`src/rtl/unused_placeholder_none.sv`:
```
`timescale 1ns/100ps
// Intentionally left with no module; see main file.

```
`src/rtl/fp_cvt_pkg.sv`:
```
// Package for the floating-point convert, clear and conditional-load block.
// Assumes one clock domain; the host core supplies instructions and memory words.
package fp_cvt_pkg;

  // Low opcode words; the conditional load matches on the upper twelve bits only.
  localparam logic [15:0] OPC_HALF_REG = 16'he68f;
  localparam logic [15:0] OPC_WORD_REG = 16'he68b;
  localparam logic [15:0] OPC_HALF_MEM = 16'he2c4;
  localparam logic [15:0] OPC_WORD_MEM = 16'he284;
  localparam logic [15:0] OPC_CLEAR_ALL = 16'he563;
  localparam logic [12:0] OPC_CLEAR_ONE_TOP = 13'h1cb2;
  localparam logic [11:0] OPC_COND_LOAD_TOP = 12'he29;

  // Field positions inside the instruction words.
  localparam int DEST_LSB = 0;
  localparam int SRC_LSB = 3;
  localparam int MEM_DEST_LSB = 8;
  localparam int SEL_W = 3;
  localparam int MEM_FIELD_W = 8;
  localparam int NUM_REGS = 8;

  // Condition field encodings; 0110 to 1001 are reserved and test false.
  localparam logic [3:0] COND_NEQ = 4'h0;
  localparam logic [3:0] COND_EQ = 4'h1;
  localparam logic [3:0] COND_GT = 4'h2;
  localparam logic [3:0] COND_GEQ = 4'h3;
  localparam logic [3:0] COND_LT = 4'h4;
  localparam logic [3:0] COND_LEQ = 4'h5;
  localparam logic [3:0] COND_TF = 4'ha;
  localparam logic [3:0] COND_NTF = 4'hb;
  localparam logic [3:0] COND_LU = 4'hc;
  localparam logic [3:0] COND_LV = 4'hd;
  localparam logic [3:0] ALWAYS_NO_FLAGS = 4'he;
  localparam logic [3:0] ALWAYS_WITH_FLAG_UPDATE = 4'hf;

  // Reset values.
  localparam logic [31:0] REG_RESET = 32'h0000_0000;
  localparam logic [6:0] FLAGS_RESET = 7'h00;

  // Floating-point status register.
  typedef struct packed {
    logic test_flag;
    logic int_zero_flag;
    logic int_negative_flag;
    logic float_zero_flag;
    logic float_negative_flag;
    logic latched_underflow_flag;
    logic latched_overflow_flag;
  } fp_status_register_t;

  // One issued instruction: low word first, high word second.
  typedef struct packed {
    logic [15:0] lsw;
    logic [15:0] msw;
  } instr_t;

  // Register read-back pair.
  typedef struct packed {
    logic [31:0] high;
    logic [31:0] low;
  } reg_pair_t;

  typedef enum logic [2:0] {
    op_none,
    op_half_reg,
    op_word_reg,
    op_half_mem,
    op_word_mem,
    op_clear_one,
    op_clear_all,
    op_cond_load
  } op_t;

  typedef enum logic {
    st_idle,
    st_wait_mem
  } state_t;

endpackage

```
`src/rtl/fp_convert_zero_condmove_ops.sv`:
```
// Decode and execute logic for unsigned-to-float conversion, register clear and
// conditional low-half load. Assumes the host core respects the conversion delay
// slot and answers each memory request with one mem_rdata_valid pulse.
//
// Summary of operation
// [RQ1] Low word e68f with source in high bits 5:3 and destination in bits 2:0 is the register half-word conversion.
// [RQ2] The half-word conversion takes only source bits 15:0 as unsigned and writes its exact float value.
// [RQ3] Low word e2c4 reads a 16-bit memory operand and converts it into the register named by bits 10:8.
// [RQ4] Low word e284 reads a 32-bit unsigned memory operand and converts it into the named register.
// [RQ5] Low word e68b converts the whole 32-bit source register as unsigned into a float.
// [RQ6] Conversions take two pipeline cycles, and the next instruction must not touch their destination.
// [RQ7] Conversions leave every status flag unchanged.
// [RQ8] One-word e590 to e597 sets the high register chosen by its low three bits to zero.
// [RQ9] One-word e563 sets all eight high registers to zero and leaves the flags alone.
// [RQ10] Both clears finish in one cycle, so the very next instruction sees zero.
// [RQ11] Three-bit select fields address registers zero to seven, destination and source.
// [RQ12] Low word e29 plus a four-bit condition is the conditional low-half load, destination in bits 10:8.
// [RQ13] A true condition writes the memory word to the low register and leaves the high one; false writes nothing.
// [RQ14] The condition field covers the equality, sign, test-flag, latched and two unconditional codes, others reserved.
// [RQ15] Only the always-with-flag-update code changes the zero and negative flags from the loaded word.
// [RQ16] The issuing side encodes always-with-flag-update when no condition is written.
// [RQ17] Memory operands come through the host read path and the block stalls until the word arrives.
`timescale 1ns/100ps
module fp_convert_zero_condmove_ops (
  input wire logic clk_sys, // System clock, 10 MHz.
  input wire logic reset, // Synchronous reset, active high.
  input wire logic instr_valid, // Instruction offered this cycle.
  input wire fp_cvt_pkg::instr_t instr, // Both instruction words.
  output logic instr_ready, // Instruction taken when high with instr_valid.
  output logic mem_req, // Memory operand wanted, held until delivered.
  output logic [7:0] mem_operand, // Memory field of the high word.
  output logic mem_wide, // High for a 32-bit operand, low for 16-bit.
  input wire logic mem_rdata_valid, // Memory word delivered this cycle.
  input wire logic [31:0] mem_rdata, // Memory word; 16-bit reads use bits 15:0.
  input wire logic flag_wr, // Load the status register from flag_wdata.
  input wire fp_cvt_pkg::fp_status_register_t flag_wdata, // Flags from other instructions.
  output fp_cvt_pkg::fp_status_register_t flags, // Current status register.
  input wire logic [2:0] rd_sel, // Register pair to read back.
  output fp_cvt_pkg::reg_pair_t rd_data, // Registered read-back of that pair.
  output logic illegal_op // One-cycle pulse for an accepted unknown opcode.
);

  // Exact for 16-bit inputs; 32-bit inputs round to nearest, ties to even.
  function automatic logic [31:0] u32_to_f32(input logic [31:0] v);
    logic [4:0] msb;
    logic [31:0] norm;
    logic [24:0] rnd;
    logic [7:0] expo;
    msb = 5'h00;
    for (int i = 0; i < 32; i++)
    begin
      if (v[i])
        msb = 5'(i);
    end
    norm = v << (5'h1f - msb);
    rnd = {1'b0, norm[31:8]} + 25'(norm[7] && ((|norm[6:0]) || norm[8]));
    expo = 8'h7f + {3'h0, msb};
    if (v == 32'h0000_0000)
      u32_to_f32 = 32'h0000_0000;
    else if (rnd[24])
      u32_to_f32 = {1'b0, expo + 8'h01, 23'h000000};
    else
      u32_to_f32 = {1'b0, expo, rnd[22:0]};
  endfunction

  // Opcode decode; used for the live instruction and for the word waiting on memory.
  function automatic fp_cvt_pkg::op_t decode(input logic [15:0] lsw);
    if (lsw == fp_cvt_pkg::OPC_HALF_REG)
      decode = fp_cvt_pkg::op_half_reg; // [RQ1]
    else if (lsw == fp_cvt_pkg::OPC_WORD_REG)
      decode = fp_cvt_pkg::op_word_reg; // [RQ5]
    else if (lsw == fp_cvt_pkg::OPC_HALF_MEM)
      decode = fp_cvt_pkg::op_half_mem; // [RQ3]
    else if (lsw == fp_cvt_pkg::OPC_WORD_MEM)
      decode = fp_cvt_pkg::op_word_mem; // [RQ4]
    else if (lsw == fp_cvt_pkg::OPC_CLEAR_ALL)
      decode = fp_cvt_pkg::op_clear_all; // [RQ9]
    else if (lsw[15:3] == fp_cvt_pkg::OPC_CLEAR_ONE_TOP)
      decode = fp_cvt_pkg::op_clear_one; // [RQ8]
    else if (lsw[15:4] == fp_cvt_pkg::OPC_COND_LOAD_TOP)
      decode = fp_cvt_pkg::op_cond_load; // [RQ12]
    else
      decode = fp_cvt_pkg::op_none;
  endfunction

  // Condition test against the status register; reserved codes never pass.
  function automatic logic cond_true(input logic [3:0] c, input fp_cvt_pkg::fp_status_register_t f);
    case (c) // [RQ14]
      fp_cvt_pkg::COND_NEQ: cond_true = !f.float_zero_flag;
      fp_cvt_pkg::COND_EQ: cond_true = f.float_zero_flag;
      fp_cvt_pkg::COND_GT: cond_true = !f.float_zero_flag && !f.float_negative_flag;
      fp_cvt_pkg::COND_GEQ: cond_true = !f.float_negative_flag;
      fp_cvt_pkg::COND_LT: cond_true = f.float_negative_flag;
      fp_cvt_pkg::COND_LEQ: cond_true = f.float_zero_flag || f.float_negative_flag;
      fp_cvt_pkg::COND_TF: cond_true = f.test_flag;
      fp_cvt_pkg::COND_NTF: cond_true = !f.test_flag;
      fp_cvt_pkg::COND_LU: cond_true = f.latched_underflow_flag;
      fp_cvt_pkg::COND_LV: cond_true = f.latched_overflow_flag;
      fp_cvt_pkg::ALWAYS_NO_FLAGS: cond_true = 1'b1;
      fp_cvt_pkg::ALWAYS_WITH_FLAG_UPDATE: cond_true = 1'b1;
      default: cond_true = 1'b0;
    endcase
  endfunction

  fp_cvt_pkg::state_t state_q, state_d;
  fp_cvt_pkg::instr_t held_q, held_d;
  logic [7:0] mem_operand_q, mem_operand_d;
  logic mem_wide_q, mem_wide_d;
  logic illegal_q, illegal_d;
  logic pend_valid_q, pend_valid_d;
  logic [2:0] pend_dest_q, pend_dest_d;
  logic [31:0] pend_val_q, pend_val_d;
  logic [31:0] hi_q [fp_cvt_pkg::NUM_REGS];
  logic [31:0] hi_d [fp_cvt_pkg::NUM_REGS];
  logic [31:0] lo_q [fp_cvt_pkg::NUM_REGS];
  logic [31:0] lo_d [fp_cvt_pkg::NUM_REGS];
  fp_cvt_pkg::fp_status_register_t flags_q, flags_d;
  fp_cvt_pkg::reg_pair_t rd_q, rd_d;

  logic accept;
  fp_cvt_pkg::op_t op_in, op_held;
  logic [2:0] dest_sel, src_sel, mem_dest;
  logic mem_done;
  logic [3:0] held_cond;

  // Decode of the offered word and of the word waiting on memory.
  assign instr_ready = (state_q == fp_cvt_pkg::st_idle);
  assign accept = instr_valid && instr_ready;
  assign op_in = decode(instr.lsw);
  assign op_held = decode(held_q.lsw);
  assign dest_sel = instr.msw[fp_cvt_pkg::DEST_LSB +: fp_cvt_pkg::SEL_W]; // [RQ11]
  assign src_sel = instr.msw[fp_cvt_pkg::SRC_LSB +: fp_cvt_pkg::SEL_W]; // [RQ11]
  assign mem_dest = held_q.msw[fp_cvt_pkg::MEM_DEST_LSB +: fp_cvt_pkg::SEL_W];
  assign held_cond = held_q.lsw[3:0];
  assign mem_done = (state_q == fp_cvt_pkg::st_wait_mem) && mem_rdata_valid;

  // Issue control: memory forms park the instruction and stall until the word comes back.
  always_comb
  begin
    state_d = state_q;
    held_d = held_q;
    mem_operand_d = mem_operand_q;
    mem_wide_d = mem_wide_q;
    illegal_d = 1'b0;
    case (state_q)
      fp_cvt_pkg::st_idle:
      begin
        if (accept)
        begin
          illegal_d = (op_in == fp_cvt_pkg::op_none);
          if (op_in == fp_cvt_pkg::op_half_mem || op_in == fp_cvt_pkg::op_word_mem ||
              op_in == fp_cvt_pkg::op_cond_load)
          begin
            state_d = fp_cvt_pkg::st_wait_mem; // [RQ17]
            held_d = instr;
            mem_operand_d = instr.msw[fp_cvt_pkg::MEM_FIELD_W-1:0];
            mem_wide_d = (op_in != fp_cvt_pkg::op_half_mem);
          end
        end
      end
      fp_cvt_pkg::st_wait_mem:
      begin
        if (mem_rdata_valid)
          state_d = fp_cvt_pkg::st_idle; // [RQ17]
      end
      default: state_d = fp_cvt_pkg::st_idle;
    endcase
  end

  always_ff @(posedge clk_sys)
  begin
    if (reset)
    begin
      state_q <= fp_cvt_pkg::st_idle;
      held_q <= '0;
      mem_operand_q <= 8'h00;
      mem_wide_q <= 1'b0;
      illegal_q <= 1'b0;
    end
    else
    begin
      state_q <= state_d;
      held_q <= held_d;
      mem_operand_q <= mem_operand_d;
      mem_wide_q <= mem_wide_d;
      illegal_q <= illegal_d;
    end
  end

  // Conversion stage: the result lands one cycle after the operand is in hand,
  // which is what gives the single delay slot.
  always_comb
  begin
    pend_valid_d = 1'b0;
    pend_dest_d = pend_dest_q;
    pend_val_d = pend_val_q;
    if (accept && op_in == fp_cvt_pkg::op_half_reg)
    begin
      pend_valid_d = 1'b1; // [RQ6]
      pend_dest_d = dest_sel;
      pend_val_d = u32_to_f32({16'h0000, hi_q[src_sel][15:0]}); // [RQ2]
    end
    else if (accept && op_in == fp_cvt_pkg::op_word_reg)
    begin
      pend_valid_d = 1'b1; // [RQ6]
      pend_dest_d = dest_sel;
      pend_val_d = u32_to_f32(hi_q[src_sel]); // [RQ5]
    end
    else if (mem_done && op_held == fp_cvt_pkg::op_half_mem)
    begin
      pend_valid_d = 1'b1; // [RQ6]
      pend_dest_d = mem_dest;
      pend_val_d = u32_to_f32({16'h0000, mem_rdata[15:0]}); // [RQ3]
    end
    else if (mem_done && op_held == fp_cvt_pkg::op_word_mem)
    begin
      pend_valid_d = 1'b1; // [RQ6]
      pend_dest_d = mem_dest;
      pend_val_d = u32_to_f32(mem_rdata); // [RQ4]
    end
  end

  always_ff @(posedge clk_sys)
  begin
    if (reset)
    begin
      pend_valid_q <= 1'b0;
      pend_dest_q <= 3'h0;
      pend_val_q <= 32'h0000_0000;
    end
    else
    begin
      pend_valid_q <= pend_valid_d;
      pend_dest_q <= pend_dest_d;
      pend_val_q <= pend_val_d;
    end
  end

  // Register file and flags. A clear issued in the slot lands after the older
  // pending conversion, so the clear wins; conversions never touch the flags.
  always_comb
  begin
    hi_d = hi_q;
    lo_d = lo_q;
    flags_d = flags_q; // [RQ7]
    if (flag_wr)
      flags_d = flag_wdata;
    if (pend_valid_q)
      hi_d[pend_dest_q] = pend_val_q; // [RQ6]
    if (accept && op_in == fp_cvt_pkg::op_clear_one)
      hi_d[instr.lsw[fp_cvt_pkg::DEST_LSB +: fp_cvt_pkg::SEL_W]] = fp_cvt_pkg::REG_RESET; // [RQ8] [RQ10]
    if (accept && op_in == fp_cvt_pkg::op_clear_all)
    begin
      for (int i = 0; i < fp_cvt_pkg::NUM_REGS; i++)
        hi_d[i] = fp_cvt_pkg::REG_RESET; // [RQ9] [RQ10]
    end
    if (mem_done && op_held == fp_cvt_pkg::op_cond_load && cond_true(held_cond, flags_q))
    begin
      lo_d[mem_dest] = mem_rdata; // [RQ13]
      if (held_cond == fp_cvt_pkg::ALWAYS_WITH_FLAG_UPDATE)
      begin
        flags_d.float_negative_flag = mem_rdata[31] && (mem_rdata[30:23] != 8'h00); // [RQ15]
        flags_d.float_zero_flag = (mem_rdata[30:23] == 8'h00); // [RQ15]
        flags_d.int_negative_flag = mem_rdata[31]; // [RQ15]
        flags_d.int_zero_flag = (mem_rdata == 32'h0000_0000); // [RQ15]
      end
    end
  end

  always_ff @(posedge clk_sys)
  begin
    if (reset)
    begin
      for (int i = 0; i < fp_cvt_pkg::NUM_REGS; i++)
      begin
        hi_q[i] <= fp_cvt_pkg::REG_RESET;
        lo_q[i] <= fp_cvt_pkg::REG_RESET;
      end
      flags_q <= fp_cvt_pkg::FLAGS_RESET;
    end
    else
    begin
      hi_q <= hi_d;
      lo_q <= lo_d;
      flags_q <= flags_d;
    end
  end

  // Read-back port, registered so the data output is glitch free.
  always_comb
  begin
    rd_d.high = hi_q[rd_sel];
    rd_d.low = lo_q[rd_sel];
  end

  always_ff @(posedge clk_sys)
  begin
    if (reset)
      rd_q <= '0;
    else
      rd_q <= rd_d;
  end

  assign mem_req = (state_q == fp_cvt_pkg::st_wait_mem);
  assign mem_operand = mem_operand_q;
  assign mem_wide = mem_wide_q;
  assign flags = flags_q;
  assign rd_data = rd_q;
  assign illegal_op = illegal_q;
endmodule

```
`config.mk`:
```
export PLATFORM = sky130hd
export DESIGN_NAME = fp_convert_zero_condmove_ops
export DESIGN_NICKNAME = d
export VERILOG_FILES = /design/src/rtl/unused_placeholder_none.sv /design/src/rtl/fp_cvt_pkg.sv /design/src/rtl/fp_convert_zero_condmove_ops.sv
export SDC_FILE = /design/constraint.sdc
export NUM_CORES = 2
export LEC_CHECK = 0
export ABC_CLOCK_PERIOD_IN_PS = 5350
export BUFFER_PORTS_ARGS = -buffer_cell sky130_fd_sc_hd__clkbuf_2
export CAP_MARGIN = 0
export CELL_PAD_IN_SITES_DETAIL_PLACEMENT = 1
export CELL_PAD_IN_SITES_GLOBAL_PLACEMENT = 1
export CORE_MARGIN = 10
export CORE_UTILIZATION = 43
export DETAILED_ROUTE_END_ITERATION = 6
export GPL_ROUTABILITY_DRIVEN = 0
export PLACE_DENSITY = 0.82
export SLEW_MARGIN = 20
export SYNTH_ARGS = -nofsm -noshare
export SYNTH_HDL_FRONTEND = slang
export SYNTH_SLANG_ARGS = --single-unit
```
`constraint.sdc`:
```
create_clock -name clk_sys -period 5.35 [get_ports clk_sys]
set_input_delay 0.2675 -clock clk_sys [delete_from_list [all_inputs] [get_ports clk_sys]]
set_output_delay 0.2675 -clock clk_sys [all_outputs]
set_load 0.03 [all_outputs]
```
==> summary.txt <==
Run status
  • Status: complete, no violations

Synthesis
  • Async set-reset flop share out of synthesis: 0
  • Avg Inst Size Synth: between 8 and 9 um2
  • #FFs+latches synth: 648
  • Commonest register cell after synthesis: dfxtp_1
  • Mapped Nets: around 4800
  • Top cells by area, synth: dfxtp_1 (35%), nand2_1 (12%), mux4_2 (11%)
  • Dominant cell type by area after synthesis: dfxtp_1
  • Post-synth cell types: approximately 110
  • Synthesized area: approximately 38000 um2
  • Post-Syn Instances: 4680
  • Number of synthesized flops with an enable pin: 0
  • Area share of the largest cell type after synthesis: 0.3451
  • Sequential-to-total area share from yosys stat: 0.3451
  • Synth warn: 0

Route
  • Final wirelength: 168500 um
  • Total vias in the final route: 39860
  • Avg WL per Cell: roughly 27 um
  • DRT antenna net count: 0
  • DRT iter0 DRCs: between 4000 and 5000
  • DRC: 0
  • First-pass detailed-route iteration total: 6
  • Vias/cell: around 6.5

STA
  • Crit share post-route: 0.9851
  • Fmax: around 0.19 GHz
  • Setup TNS: 0 ps
  • Setup ws final: around 80 ps
  • Final setup fails: 0
  • Final Skew: between 40 and 50 ps
  • Count of pins over their slew limit: 0
  • Fin crit period: approximately 5300 ps
  • Rel. slew slack: 0.2428
  • Final hold vios: 0
  • Worst slew pin tran: about 1100 ps
  • RSZ-0062 raised after global routing: true

Min path
  • Hold Crit Class: input pin to flip-flop

Power
  • Total chip power: about 12 mW
  • Pwr Density: 282.2 nW/um2
  • Maximum VDD drop: between 0.2 and 0.3 mV
  • Pleak: 16.25 nW

Critical path
  • FF-to-FF End: pend_val_q[26]
  • CP Cell Sequence: mux4_2 -> nor3_2 -> nor2_1 -> a311o_1 -> or4_1 -> buf_4 -> buf_4 -> and4_1 -> or3_1 -> o221ai_1 -> a211oi_1 -> buf_4 -> nor3_2 -> or3b_4 -> or4_4 -> and3_4 -> o31ai_2
  • Worst path max stage delay: a little over 600 ps
  • Crit path max-delay family: simple AND/OR/NAND/NOR gates
  • Kind of critical path: flip-flop to flip-flop
  • CP required: 5930 ps
  • CP endpoint: pend_val_q[26]
  • Buf/Inv on CP: 3
  • CP startpoint: hi_q[15]
  • R2R depth: 17
  • Startpoint type of the worst setup path: flip-flop
  • Most Frequent Cell on Critical Path: buf_4
  • FF-to-FF setup slack: between 70 and 80 ps
  • Worst endpoint data arrival time: about 5900 ps
  • Critical path's slowest cell: or4_4
  • RR Startpoint: hi_q[15]
  • CP Depth: 17
  • CP Max Fanout: 9
  • Crit path capture type: flip-flop

Die
  • Die Width: roughly 320 um
  • Ports: about 160
  • Die Span Y: 315.7 um
  • Rows: 108
  • Die ar.: roughly 100000 um2
  • Total core area: 86750 um2
  • Starting Density: 0.4334

Place
  • Setup slack at placement: -219.2 ps
  • Dpl hpwl: between 100000 and 150000 um
  • Port Buf Inserts: between 150 and 200
  • Placed instance area: between 40000 and 50000 um2

Clock network
  • CTS Buffer Depth: 3
  • Clock sinks: roughly 650
  • TritonCTS buffer count: 74
  • H-tree levels: 3
  • CTS tree: yes
  • Clock latency at the later pin of the worst-skew pair: just under 700 ps
  • Root Buffer: clkbuf_16
  • Clk slew on worst S/H paths: around 70 ps

Run
  • Max Cap Viol: 0

Global routing
  • Initial antenna violation count: 5
  • Gr ovfl total: 0
  • Vias in the first global route: 41740
  • Largest net degree at the start of global routing: roughly 120
  • First-pass GRT wire length: approximately 250000 um
  • Total GRT Usage: 0.3274

Cells and area
  • Layout Area Growth over Synthesis: 17.66%
  • Filler cells: 10460
  • Nets@finish: ~5000
  • Most frequent cells in the layout: nand2_1 (1246), dfxtp_1 (648), a21oi_1 (631), buf_4 (397), nor2_1 (291)
  • Share of cells above drive strength 1: 0.2033
  • Most common cell after layout, fill and taps aside: nand2_1
  • Post-route cell area: roughly 44000 um2
-- worst min path at each step --
stage,from,to,cells past startpoint
after global placement,hi_q[223],hi_q[223],2
after floorplan,instr[0],held_q[0],2
after detailed placement,lo_q[59],lo_q[59],2
after CTS,instr[18],held_cond[2],3
final,instr[18],held_cond[2],3
after global routing,instr[18],held_cond[2],3
-- where the power goes --
group	switching [mW]	internal, mW	total (mW)
logic	1.40	0.906	2.31
clock network	2.26	3.08	5.34
registers	0.00958	4.83	4.84
total	3.67	8.81	12.5
-- cell usage after synthesis, types with 19 or more instances --
cell type / number
nand2_1: 1246
dfxtp_1: 648
a21oi_1: 632
nor2_1: 298
clkbuf_1: 291
mux2i_1: 233
mux4_2: 177
o21ai_0: 104
nand3_1: 80
nor3_1: 66
buf_1: 55
mux2_2: 45
nand4_1: 32
a211oi_1: 31
nor2b_1: 31
nor4_1: 30
o21ai_1: 30
o22ai_1: 29
buf_4: 27
inv_1: 26
xnor2_1: 26
and2_1: 24
buf_2: 24
o211ai_1: 23
a31oi_1: 21
and3_1: 20
xor2_1: 20
nand2b_1: 19
o31ai_1: 19
-- sequential cells by signal, summed over array words and instances, names as in the netlist --
signal / cells
flags: 7
held_cond: 4
pend_dest_q: 3
rd_data: 64
mem_wide: 1
mem_req: 1
hi_q: 256
pend_val_q: 31
lo_q: 256
held_q: 23
pend_valid_q: 1
illegal_op: 1
-- kinds of logic after synthesis --
group | after synthesis | share of synthesized area
simple gates | 1960 | 0.2251
fa+ha+maj | 9 | 0.002995
buf+inv | 446 | 0.05132
flops | 648 | 0.3451
mux | 462 | 0.1848
xor+xnor | 46 | 0.01072
compound gates | 1109 | 0.1800
-- metrics by stage --
step / instances / utilization / hold WS [ps]
2_1_floorplan: 4680 / - / 403.5
3_3_place_gp: 5981 / 0.4772 / 427.7
3_5_place_dp: 5981 / 0.4772 / 441.7
4_1_cts: 6137 / 0.5091 / 4.803
5_1_grt: 6138 / 0.5099 / 14.77
6_report: 6139 / 0.5099 / 25.74
-- cell type report --
type,instances,area [um2],share of cell area
clock buffer,106,2195,0.04961
inverter,33,123.9,0.002800
clock inverter,26,327.8,0.007411
multi-input combinational,3586,22940,0.5186
timing repair buffer,584,4228,0.09558
antenna,1,2.502,0.00005657
sequential,648,12970,0.2933
tap,1155,1445,0.03267
-- worst register-to-register path: cells and delay by family, from the launching register on --
family / cells / cell delay (ps)
AND/OR/NAND/NOR: 9 / 2930
AO/OA/AOI/OAI: 4 / 880
multiplexers: 1 / 530
buffers and inverters: 3 / 490
flip-flops: 1 / 340
-- routing by layer --
metal	vias to the layer above	wire length (um)	GRT usage
met3	728	16310	0.07038
li1	17050	-	-
met1	19700	62970	0.3914
met5	-	68	0
met2	2376	76580	0.5255
met4	8	12540	0.2209
-- timing repair --
| item | CTS | global route |
|---|---|---|
| buffers inserted | 0 | 1 |
| setup endpoints to repair | 0 | 25 |
| hold endpoints to repair | 28 | 0 |
| resized for setup | 0 | 11 |
| hold buffers | 24 | 0 |
No activity file was read; power rests on OpenSTA's default activity.
